--- src/pfs_consts.vh ---
// pfs_consts.vh - constants of the pin fault supervisor: states, fault codes, timing.
// assumes a 20 MHz system clock; every count is derived from its time and that rate.
//
// Notes on behaviour
// - over-temperature stops switching, runs supply restart
// - still hot after restart: restart again
// - all pin faults recover automatically, never latch
// - first pulse too long: cut, fault recovery
// - limit 2us when type high, else resistor-based
// - demag resistor above threshold selects longer limit
// - sense over level three pulses: fault recovery
// - regulator below 14V after 10us: restart
// - regulator over 15V three pulses: restart
// - programming pin faults at turn-on: restart
// - discharge pin over 750us: restart
// - recovery delay: no pulses, then wait turn-off
`ifndef PFS_CONSTS_VH
`define PFS_CONSTS_VH

// ****************************************
// clock and times
// ****************************************
`define PFS_CLK_MHZ          20
`define PFS_CHECK_NS         10000
`define PFS_LIMIT_LONG_NS    2000
`define PFS_LIMIT_SHORT_NS   1000
`define PFS_LINE_CAP_US      750
`define PFS_RECOVERY_US      1500000
// the times above counted at 20 MHz, sized to the timer width so no connection truncates
`define PFS_CHECK_CYC        25'h0_00c8
`define PFS_LIMIT_LONG_CYC   25'h0_0028
`define PFS_LIMIT_SHORT_CYC  25'h0_0014
`define PFS_LINE_CAP_CYC     25'h0_3a98
`define PFS_RECOVERY_CYC     25'h1c9_c380
`define PFS_TMR_W            25
`define PFS_PULSE_COUNT      2'h3

// ****************************************
// states, one-hot
// ****************************************
`define PFS_ST_OFF           5'h01
`define PFS_ST_CHECK         5'h02
`define PFS_ST_RUN           5'h04
`define PFS_ST_CYCLE         5'h08
`define PFS_ST_RECOVER       5'h10

// ****************************************
// fault cause codes
// ****************************************
`define PFS_F_NONE           4'h0
`define PFS_F_OVER_TEMP      4'h1
`define PFS_F_PROG_PIN       4'h2
`define PFS_F_REG_LOW        4'h3
`define PFS_F_REG_OVER       4'h4
`define PFS_F_LINE_CAP       4'h5
`define PFS_F_SENSE_SHORT    4'h6
`define PFS_F_SENSE_OPEN     4'h7

`endif

--- src/pfs_consts_unused_guard.v ---
`timescale 1ns/10ps

--- src/pfs_pin_fault_supervisor.v ---
// pfs_pin_fault_supervisor.v - fault supervisor that gates the low-side pulses and picks
// the restart response: a supply restart cycle or the long fault-recovery delay.
// assumes all comparator flags are synchronous to sys_clk_in and the supply logic
// reports turn-on and turn-off thresholds as levels.
`timescale 1ns/10ps
`default_nettype none
`include "pfs_consts.vh"
module pfs_pin_fault_supervisor #(
   parameter [`PFS_TMR_W-1:0] RECOVERY_CYC = `PFS_RECOVERY_CYC,  // long delay count
   parameter [`PFS_TMR_W-1:0] LINE_CAP_CYC = `PFS_LINE_CAP_CYC   // discharge pin count
) (
   input  wire       sys_clk_in,            // system clock, 20 MHz
   input  wire       nrst_in,               // synchronous reset, active low
   input  wire       clk_en_in,             // freezes all state while low
   input  wire       supply_on_in,          // supply at turn-on threshold
   input  wire       supply_off_in,         // supply down at turn-off threshold
   input  wire       gate_req_in,           // pulse request from the control loop
   input  wire       over_temp_in,          // junction over-temperature flag
   input  wire       sense_over_ocp_in,     // sense above overcurrent_level
   input  wire       hv_reg_below_14v_in,   // hv_sense_regulator_pin below 14 V
   input  wire       hv_reg_over_15v_in,    // hv_sense_regulator_pin above 15 V
   input  wire       demag_pin_fault_in,    // demag_setting_pin open or short
   input  wire       zvd_pin_fault_in,      // zero_volt_delay_pin open or short
   input  wire       demag_above_th_in,     // demag resistor at or above threshold
   input  wire       device_type_sel_in,    // device-type select
   input  wire       line_cap_ov_in,        // line_cap_discharge_pin over threshold
   output wire       low_side_gate_pulse_out, // gate pulse, registered
   output wire       supply_cycle_out,      // supply_undervoltage_cycle in progress
   output wire       fault_recovery_out,    // fault_recovery_delay in progress
   output wire       switching_out,         // switching allowed
   output wire [3:0] fault_cause_out        // cause of the last restart
);

   // ****************************************
   // state
   // ****************************************
   localparam [4:0] ST_OFF     = `PFS_ST_OFF;
   localparam [4:0] ST_CHECK   = `PFS_ST_CHECK;
   localparam [4:0] ST_RUN     = `PFS_ST_RUN;
   localparam [4:0] ST_CYCLE   = `PFS_ST_CYCLE;
   localparam [4:0] ST_RECOVER = `PFS_ST_RECOVER;

   localparam [`PFS_TMR_W-1:0] CHECK_LIM = `PFS_CHECK_CYC;
   localparam [`PFS_TMR_W-1:0] LONG_LIM  = `PFS_LIMIT_LONG_CYC;
   localparam [`PFS_TMR_W-1:0] SHORT_LIM = `PFS_LIMIT_SHORT_CYC;

   reg  [4:0]            state_q;
   reg  [4:0]            state_d;
   reg  [3:0]            cause_q;
   reg  [3:0]            cause_d;
   reg                   gate_q;
   reg                   gate_d;
   reg                   first_q;
   reg                   first_d;
   reg  [`PFS_TMR_W-1:0] ontime_q;
   wire [`PFS_TMR_W-1:0] first_lim;
   wire                  in_run;
   wire                  first_hit;
   wire                  pulse_end;
   wire                  restart;
   wire                  check_done;
   wire                  line_cap_done;
   wire                  recover_done;
   wire [1:0]            trip;
   wire [1:0]            cond;
   wire                  prog_fault;

   assign in_run     = (state_q == ST_RUN);
   assign prog_fault = demag_pin_fault_in | zvd_pin_fault_in;

   // ****************************************
   // first pulse on-time limit
   // ****************************************
   // type select high always takes the long limit; otherwise the demag range decides
   assign first_lim = (device_type_sel_in || demag_above_th_in) ? LONG_LIM
                                                                : SHORT_LIM;
   // ontime_q is one short of the cycles the first pulse has been high, so the
   // cut lands after exactly first_lim high cycles, not one cycle later
   assign first_hit = first_q && gate_q && (ontime_q >= (first_lim - 1'b1));

   always @(posedge sys_clk_in) begin
      if (!nrst_in) begin
         ontime_q <= {`PFS_TMR_W{1'b0}};
      end else if (clk_en_in) begin
         if (!first_q) begin
            ontime_q <= {`PFS_TMR_W{1'b0}};
         end else if (gate_q) begin
            ontime_q <= ontime_q + 1'b1;
         end
      end
   end

   // ****************************************
   // timers
   // ****************************************
   pfs_timer u_check_tmr (
      .sys_clk_in (sys_clk_in),
      .nrst_in    (nrst_in),
      .clk_en_in  (clk_en_in),
      .run_in     (state_q == ST_CHECK),
      .limit_in   (CHECK_LIM),
      .done_out   (check_done)
   );

   // the discharge pin must stay over its threshold without a break
   pfs_timer u_line_cap_tmr (
      .sys_clk_in (sys_clk_in),
      .nrst_in    (nrst_in),
      .clk_en_in  (clk_en_in),
      .run_in     (in_run && line_cap_ov_in),
      .limit_in   (LINE_CAP_CYC),
      .done_out   (line_cap_done)
   );

   pfs_timer u_recover_tmr (
      .sys_clk_in (sys_clk_in),
      .nrst_in    (nrst_in),
      .clk_en_in  (clk_en_in),
      .run_in     (state_q == ST_RECOVER),
      .limit_in   (RECOVERY_CYC),
      .done_out   (recover_done)
   );

   // ****************************************
   // consecutive pulse counters
   // ****************************************
   // index 0: sense pin open, index 1: regulator over-voltage
   assign cond      = {hv_reg_over_15v_in, sense_over_ocp_in};
   assign pulse_end = gate_q & ~gate_d;
   assign restart   = (state_q == ST_RUN) && (state_d != ST_RUN);

   genvar gi;
   generate
      for (gi = 0; gi < 2; gi = gi + 1) begin : g_cnt
         pfs_pulse_counter u_cnt (
            .sys_clk_in   (sys_clk_in),
            .nrst_in      (nrst_in),
            .clk_en_in    (clk_en_in),
            .clr_in       (restart || !in_run),
            .gate_in      (gate_q),
            .pulse_end_in (pulse_end),
            .cond_in      (cond[gi]),
            .trip_out     (trip[gi])
         );
      end
   endgenerate

   // ****************************************
   // next state
   // ****************************************
   always @* begin
      state_d = state_q;
      cause_d = cause_q;
      first_d = first_q;
      gate_d  = 1'b0;
      case (state_q)
         ST_OFF: begin
            if (supply_on_in) begin
               if (over_temp_in) begin
                  state_d = ST_CYCLE;
                  cause_d = `PFS_F_OVER_TEMP;
               end else if (prog_fault) begin
                  state_d = ST_CYCLE;
                  cause_d = `PFS_F_PROG_PIN;
               end else begin
                  state_d = ST_CHECK;
               end
            end
         end
         ST_CHECK: begin
            if (over_temp_in) begin
               state_d = ST_CYCLE;
               cause_d = `PFS_F_OVER_TEMP;
            end else if (check_done) begin
               if (hv_reg_below_14v_in) begin
                  state_d = ST_CYCLE;
                  cause_d = `PFS_F_REG_LOW;
               end else begin
                  state_d = ST_RUN;
                  first_d = 1'b1;
               end
            end
         end
         ST_RUN: begin
            gate_d = gate_req_in & ~first_hit;
            if (first_q && gate_q && !gate_d) begin
               first_d = 1'b0;
            end
            // short and open sense faults take the long delay; the rest cycle the supply
            if (first_hit) begin
               state_d = ST_RECOVER;
               cause_d = `PFS_F_SENSE_SHORT;
            end else if (trip[0]) begin
               state_d = ST_RECOVER;
               cause_d = `PFS_F_SENSE_OPEN;
            end else if (over_temp_in) begin
               state_d = ST_CYCLE;
               cause_d = `PFS_F_OVER_TEMP;
            end else if (trip[1]) begin
               state_d = ST_CYCLE;
               cause_d = `PFS_F_REG_OVER;
            end else if (line_cap_done) begin
               state_d = ST_CYCLE;
               cause_d = `PFS_F_LINE_CAP;
            end else if (supply_off_in) begin
               state_d = ST_OFF;
            end
            if (state_d != ST_RUN) begin
               gate_d  = 1'b0;
               first_d = 1'b0;
            end
         end
         ST_CYCLE: begin
            // no latch-off: every fault path ends back at a normal start
            if (supply_off_in) begin
               state_d = ST_OFF;
            end
         end
         ST_RECOVER: begin
            if (recover_done && supply_off_in) begin
               state_d = ST_OFF;
            end
         end
         default: begin
            state_d = ST_OFF;
            first_d = 1'b0;
         end
      endcase
      if (!in_run) begin
         gate_d = 1'b0;
      end
   end

   // ****************************************
   // registers
   // ****************************************
   always @(posedge sys_clk_in) begin
      if (!nrst_in) begin
         state_q <= ST_OFF;
         cause_q <= `PFS_F_NONE;
         gate_q  <= 1'b0;
         first_q <= 1'b0;
      end else if (clk_en_in) begin
         state_q <= state_d;
         cause_q <= cause_d;
         gate_q  <= gate_d;
         first_q <= first_d;
      end
   end

   // ****************************************
   // outputs
   // ****************************************
   assign low_side_gate_pulse_out = gate_q;
   assign supply_cycle_out        = (state_q == ST_CYCLE) || (state_q == ST_RECOVER);
   assign fault_recovery_out      = (state_q == ST_RECOVER);
   assign switching_out           = in_run;
   assign fault_cause_out         = cause_q;

endmodule // pfs_pin_fault_supervisor
`default_nettype wire

--- src/pfs_timer.v ---
// pfs_timer.v - up counter that saturates at a limit and flags it.
// assumes the caller holds run_in high for as long as the time should accumulate.
`timescale 1ns/10ps
`default_nettype none
`include "pfs_consts.vh"
module pfs_timer (
   input  wire                  sys_clk_in,   // system clock
   input  wire                  nrst_in,      // synchronous reset, active low
   input  wire                  clk_en_in,    // freezes state while low
   input  wire                  run_in,       // count while high, clear while low
   input  wire [`PFS_TMR_W-1:0] limit_in,     // count that ends the time
   output wire                  done_out      // level: limit reached
);
   reg [`PFS_TMR_W-1:0] cnt_q;

   // saturating so done holds until run_in drops
   always @(posedge sys_clk_in) begin
      if (!nrst_in) begin
         cnt_q <= {`PFS_TMR_W{1'b0}};
      end else if (clk_en_in) begin
         if (!run_in) begin
            cnt_q <= {`PFS_TMR_W{1'b0}};
         end else if (cnt_q < limit_in) begin
            cnt_q <= cnt_q + 1'b1;
         end
      end
   end

   assign done_out = run_in && (cnt_q >= limit_in);
endmodule // pfs_timer
`default_nettype wire

--- src/pfs_pulse_counter.v ---
// pfs_pulse_counter.v - counts consecutive gate pulses during which a condition was seen.
// assumes pulse_end_in is a one-cycle strobe at the last high cycle of each pulse.
`timescale 1ns/10ps
`default_nettype none
`include "pfs_consts.vh"
module pfs_pulse_counter (
   input  wire sys_clk_in,    // system clock
   input  wire nrst_in,       // synchronous reset, active low
   input  wire clk_en_in,     // freezes state while low
   input  wire clr_in,        // restart begins: forget history
   input  wire gate_in,       // gate pulse level
   input  wire pulse_end_in,  // strobe: pulse ends this cycle
   input  wire cond_in,       // fault condition level
   output wire trip_out       // level: three consecutive pulses seen
);
   reg [1:0] cnt_q;
   reg       seen_q;
   wire      hit;

   // the condition counts if it showed at any cycle of the pulse
   assign hit = seen_q | (gate_in & cond_in);

   always @(posedge sys_clk_in) begin
      if (!nrst_in) begin
         cnt_q  <= 2'h0;
         seen_q <= 1'b0;
      end else if (clk_en_in) begin
         if (clr_in) begin
            cnt_q  <= 2'h0;
            seen_q <= 1'b0;
         end else if (pulse_end_in) begin
            seen_q <= 1'b0;
            if (!hit) begin
               cnt_q <= 2'h0;
            end else if (cnt_q != `PFS_PULSE_COUNT) begin
               cnt_q <= cnt_q + 2'h1;
            end
         end else if (gate_in && cond_in) begin
            seen_q <= 1'b1;
         end
      end
   end

   assign trip_out = (cnt_q == `PFS_PULSE_COUNT);
endmodule // pfs_pulse_counter
`default_nettype wire

--- config.mk ---
export PLATFORM = sky130hd
export DESIGN_NAME = pfs_pin_fault_supervisor
export DESIGN_NICKNAME = d
export VERILOG_FILES = /design/src/pfs_consts_unused_guard.v /design/src/pfs_pin_fault_supervisor.v /design/src/pfs_timer.v /design/src/pfs_pulse_counter.v
export VERILOG_INCLUDE_DIRS = /design/src
export SDC_FILE = /design/constraint.sdc
export NUM_CORES = 1
export LEC_CHECK = 0
export BUFFER_PORTS_ARGS = -buffer_cell sky130_fd_sc_hd__buf_2
export CAP_MARGIN = 20
export CORE_MARGIN = 1
export CORE_UTILIZATION = 50
export DETAILED_ROUTE_END_ITERATION = 10
export GPL_TIMING_DRIVEN = 1
export PLACE_DENSITY = 0.67
export SETUP_SLACK_MARGIN = 0.05
export SLEW_MARGIN = 10
export SYNTH_ARGS = -nofsm -noshare
export SYNTH_HDL_FRONTEND = slang
export SYNTH_SLANG_ARGS = --single-unit
--- constraint.sdc ---
create_clock -name sys_clk_in -period 2.65 [get_ports sys_clk_in]
set_clock_uncertainty 0.15 [all_clocks]
set_input_delay 0 -clock sys_clk_in [delete_from_list [all_inputs] [get_ports sys_clk_in]]
set_output_delay 0 -clock sys_clk_in [all_outputs]
set_load 0.02 [all_outputs]
==> results.toml <==
[global_routing]
grt_max_degree = 37
track_usage = 0.2299
antenna_found_initial = 0
grt_pass1_wl_mm = 21.02
grt_pass1_vias = 4582
grt_overflow = 0

[synthesis]
synth_ff_type = "dfxtp_1"
synth-seq-area-share = 0.4107
postSynthAreaPerCell_um2 = 8.554
synth_edf_count = 0
syn_inst = 661
syn-cell-area_um2 = 5654
syn-num-nets = 688
synthDistinctLibCells = 67
yosysTopAreaCellShare = 0.4107
synthArstFlopShare = 0
synth_largest_area_cell = "dfxtp_1"
synth_seq_cells = 116
synthTopCellsByArea = "dfxtp_1 (41%), xor2_1 (5.9%), nor2_1 (5.4%), and2_1 (4.0%), nand3_1 (3.9%)"
ys_warn_count = 0

[sta]
rsz0062_at_grt = "true"
hold_viol_final = 0
max_freq_mhz = 403.0
tightest_slew_ns = 0.5414
finalSetupViolations = 0
layout_setup_ws_ns = 0.1684
max_slew_margin = 0.6387
period_minus_slack_ns = 2.482
tns_ns = 0
slew_viol_final = 0
min_period_over_period = 0.9365

[drt]
routed_via_density = 5.592
vias = 4759
drt_first_pass_iters = 5
post_drt_wl_per_cell_um = 14.41
drc = 0
routed_wl_mm = 12.27
drtIter0Drc = 407
highest_layer = "met4"
ant_nets = 0
met3_wirelength_um = 570
wl_met2_mm = 5.726
wl_met1_mm = 5.823

[cts]
cts.sinks = 116
post_cts_buffers = 0
worstSkewPairLatency_ns = 0.42
clockBufferDepth = 2
cts_tree = "done"
h-tree-depth = 4
numCtsBuffers = 17
cts-root-buf = "clkbuf_16"
cts.clk_slew.worst_paths_ns = 0.05

[floorplanning]
die_h_um = 108.3
rows = 38
die_area_um2 = 11740
ios = 23
fp.dieW_um = 108.3
core_area_um2 = 10940
start_util = 0.5170

[power]
power_density_nw_per_um2 = 654.1
swShare = 0.2149
p_clk_frac = 0.554
p_seq_frac = 0.407
finalPower_w = 0.004342
power.switching_w = 0.0009330
peakVddDrop_mv = 0.6262
p_leak_nw = 2.480
internal_power_w = 0.003409
power_frac_comb = 0.039

[run]
cap_violations = 0

[cells_and_area]
final_nets = 725
n_fill_cell = 971
syn2layout_area_growth_pct = 17.39
diodes = 0
layout-drive-gt1-share = 0.1266
design_area_um2 = 6638
seq_area_um2 = 2323
multi_input_area_um2 = 3068

[run_status]
status = "completed"

[place]
gp_congestion = 0.8774
place_hpwl_mm = 8.306
dpl_cell_area_um2 = 5901
port_buffers = 21
dp_slack_ns = 0.1177

[worst_hold_path]
min-delay-start = "line_cap_ov_in"
holdPathStages = 5
holdCritPathClass = "input pin to flop"

[critical_path]
crit_fanout = 5
critical_path_class = "flop to flop"
cp-startpoint = "u_check_tmr.cnt_q[3]"
rr_worst_depth = 7
worstPathRequired_ns = 2.85
crit_path_end_kind = "flop"
rr_startpoint = "u_check_tmr.cnt_q[3]"
start_kind = "flop"
arrival_ns = 2.68
## layer usage
metal / vias up / GRT usage
li1: 2417 / -
met1: 2229 / 0.2909
met2: 97 / 0.3694
met3: 16 / 0.07535
met4: 0 / 0.07432
met5: - / 0
## layout by cell type, fill, tap and decap left out, types with 5 or more instances in the layout
master         count
a21oi_1           28
a31oi_1            6
and2_1            36
and3_1            13
and4_1             7
buf_2             21
buf_4             16
clkbuf_16         17
dfxtp_1          115
dlygate4sd3_1     11
ha_1              12
inv_1             24
nand2_1           40
nand3_1           44
nand4_1           32
nand4b_1           5
nor2_1            82
nor3_1            10
nor3b_1            6
nor4_1            12
o21ai_0           25
o21ai_1            5
or3_1             10
xnor2_1           17
xor2_1            38
## power groups by stage
| stage | Clock (W) | Combinational, W | Sequential [W] |
|---|---|---|---|
| 2_1_floorplan | 0 | 0.000114 | 0.00180 |
| 3_3_place_gp | 0 | 0.000153 | 0.00180 |
| 3_5_place_dp | 0 | 0.000155 | 0.00180 |
| 4_1_cts | 0.00246 | 0.000168 | 0.00176 |
| 5_1_grt | 0.00254 | 0.000189 | 0.00177 |
| 6_report | 0.00241 | 0.000170 | 0.00177 |
## state kept, by name, summed over array words and instances (netlist names)
register / cells
u_check_tmr.cnt_q: 25
g_cnt.u_cnt.cnt_q: 4
fault_cause_out: 3
ontime_q: 25
g_cnt.u_cnt.seen_q: 2
u_line_cap_tmr.cnt_q: 25
u_recover_tmr.cnt_q: 25
state_q: 5
first_q: 1
low_side_gate_pulse_out: 1
## synth_stat cells, types with 3 or more instances
| cell type | instances |
|---|---|
| nand4b_1 | 5 |
| nor3b_1 | 6 |
| nand4_1 | 32 |
| o21ai_0 | 26 |
| and4_1 | 7 |
| a31oi_1 | 6 |
| or4_1 | 3 |
| mux2i_1 | 3 |
| nor3_1 | 10 |
| and2_1 | 36 |
| xnor2_1 | 17 |
| buf_2 | 4 |
| nor2_1 | 82 |
| o211ai_1 | 3 |
| or2_2 | 3 |
| ha_1 | 12 |
| clkbuf_1 | 19 |
| nor4_1 | 12 |
| clkbuf_8 | 4 |
| o311ai_0 | 4 |
| inv_1 | 24 |
| or3_1 | 10 |
| nand3_1 | 44 |
| nand2_1 | 40 |
| dfxtp_1 | 116 |
| and3_1 | 13 |
| o21a_1 | 3 |
| xor2_1 | 38 |
| nand3b_1 | 3 |
| o21ai_1 | 4 |
| a21oi_1 | 28 |
## cells by family after synthesis
family                     after synthesis  synth area share
adders and majority gates               12           0.02655
muxes                                    3          0.005311
other                                    1         0.0006632
xor gates and xnor gates                55           0.08520
and+or+nand+nor                        322            0.3136
AOI/OAI and AO/OA                       97            0.1113
DFF                                    116            0.4107
buffers and inverters                   55           0.04669
## through the flow
stage	hold slack [ns]	utilization	cells
global route	0.08254	0.6070	851
detailed placement	0.2288	0.5396	808
floorplan	0.02664	-	661
finish	0.06015	0.6070	851
global placement	0.2040	0.5396	808
CTS	0.03181	0.6069	851
## final timing paths
| path | endpoint | slack, ns |
|---|---|---|
| hold / removal | u_line_cap_tmr.cnt_q[1] | 0.06 |
| setup / recovery | state_q[1] | 0.17 |
| hold reg to reg | u_line_cap_tmr.cnt_q[18] | 0.31 |
| setup reg to reg | state_q[1] | 0.17 |
## cell type report
class | instances | share of cell area
clock buffer | 19 | 0.06673
clock inverter | 13 | 0.02752
inverter | 24 | 0.01357
multi-input combinational | 490 | 0.4622
sequential | 116 | 0.3500
tap | 140 | 0.02639
timing repair buffer | 49 | 0.05353
## what timing repair did
item                                    4_1_cts  5_1_grt
gates resized for setup                       0        1
hold buffers                                 11        0
endpoints found under the setup margin        0        4
endpoints found under the hold margin        22        0
## critical path, stage by stage (launching register included)
cell           delay (ns)
dfxtp_1              0.35
o311ai_0             0.41
nand3_1              0.19
nor2_1               0.19
a22oi_1              0.10
or3_1                0.32
dlygate4sd3_1        0.58
a21oi_1              0.12
No activity file was read; power rests on OpenSTA's default activity.
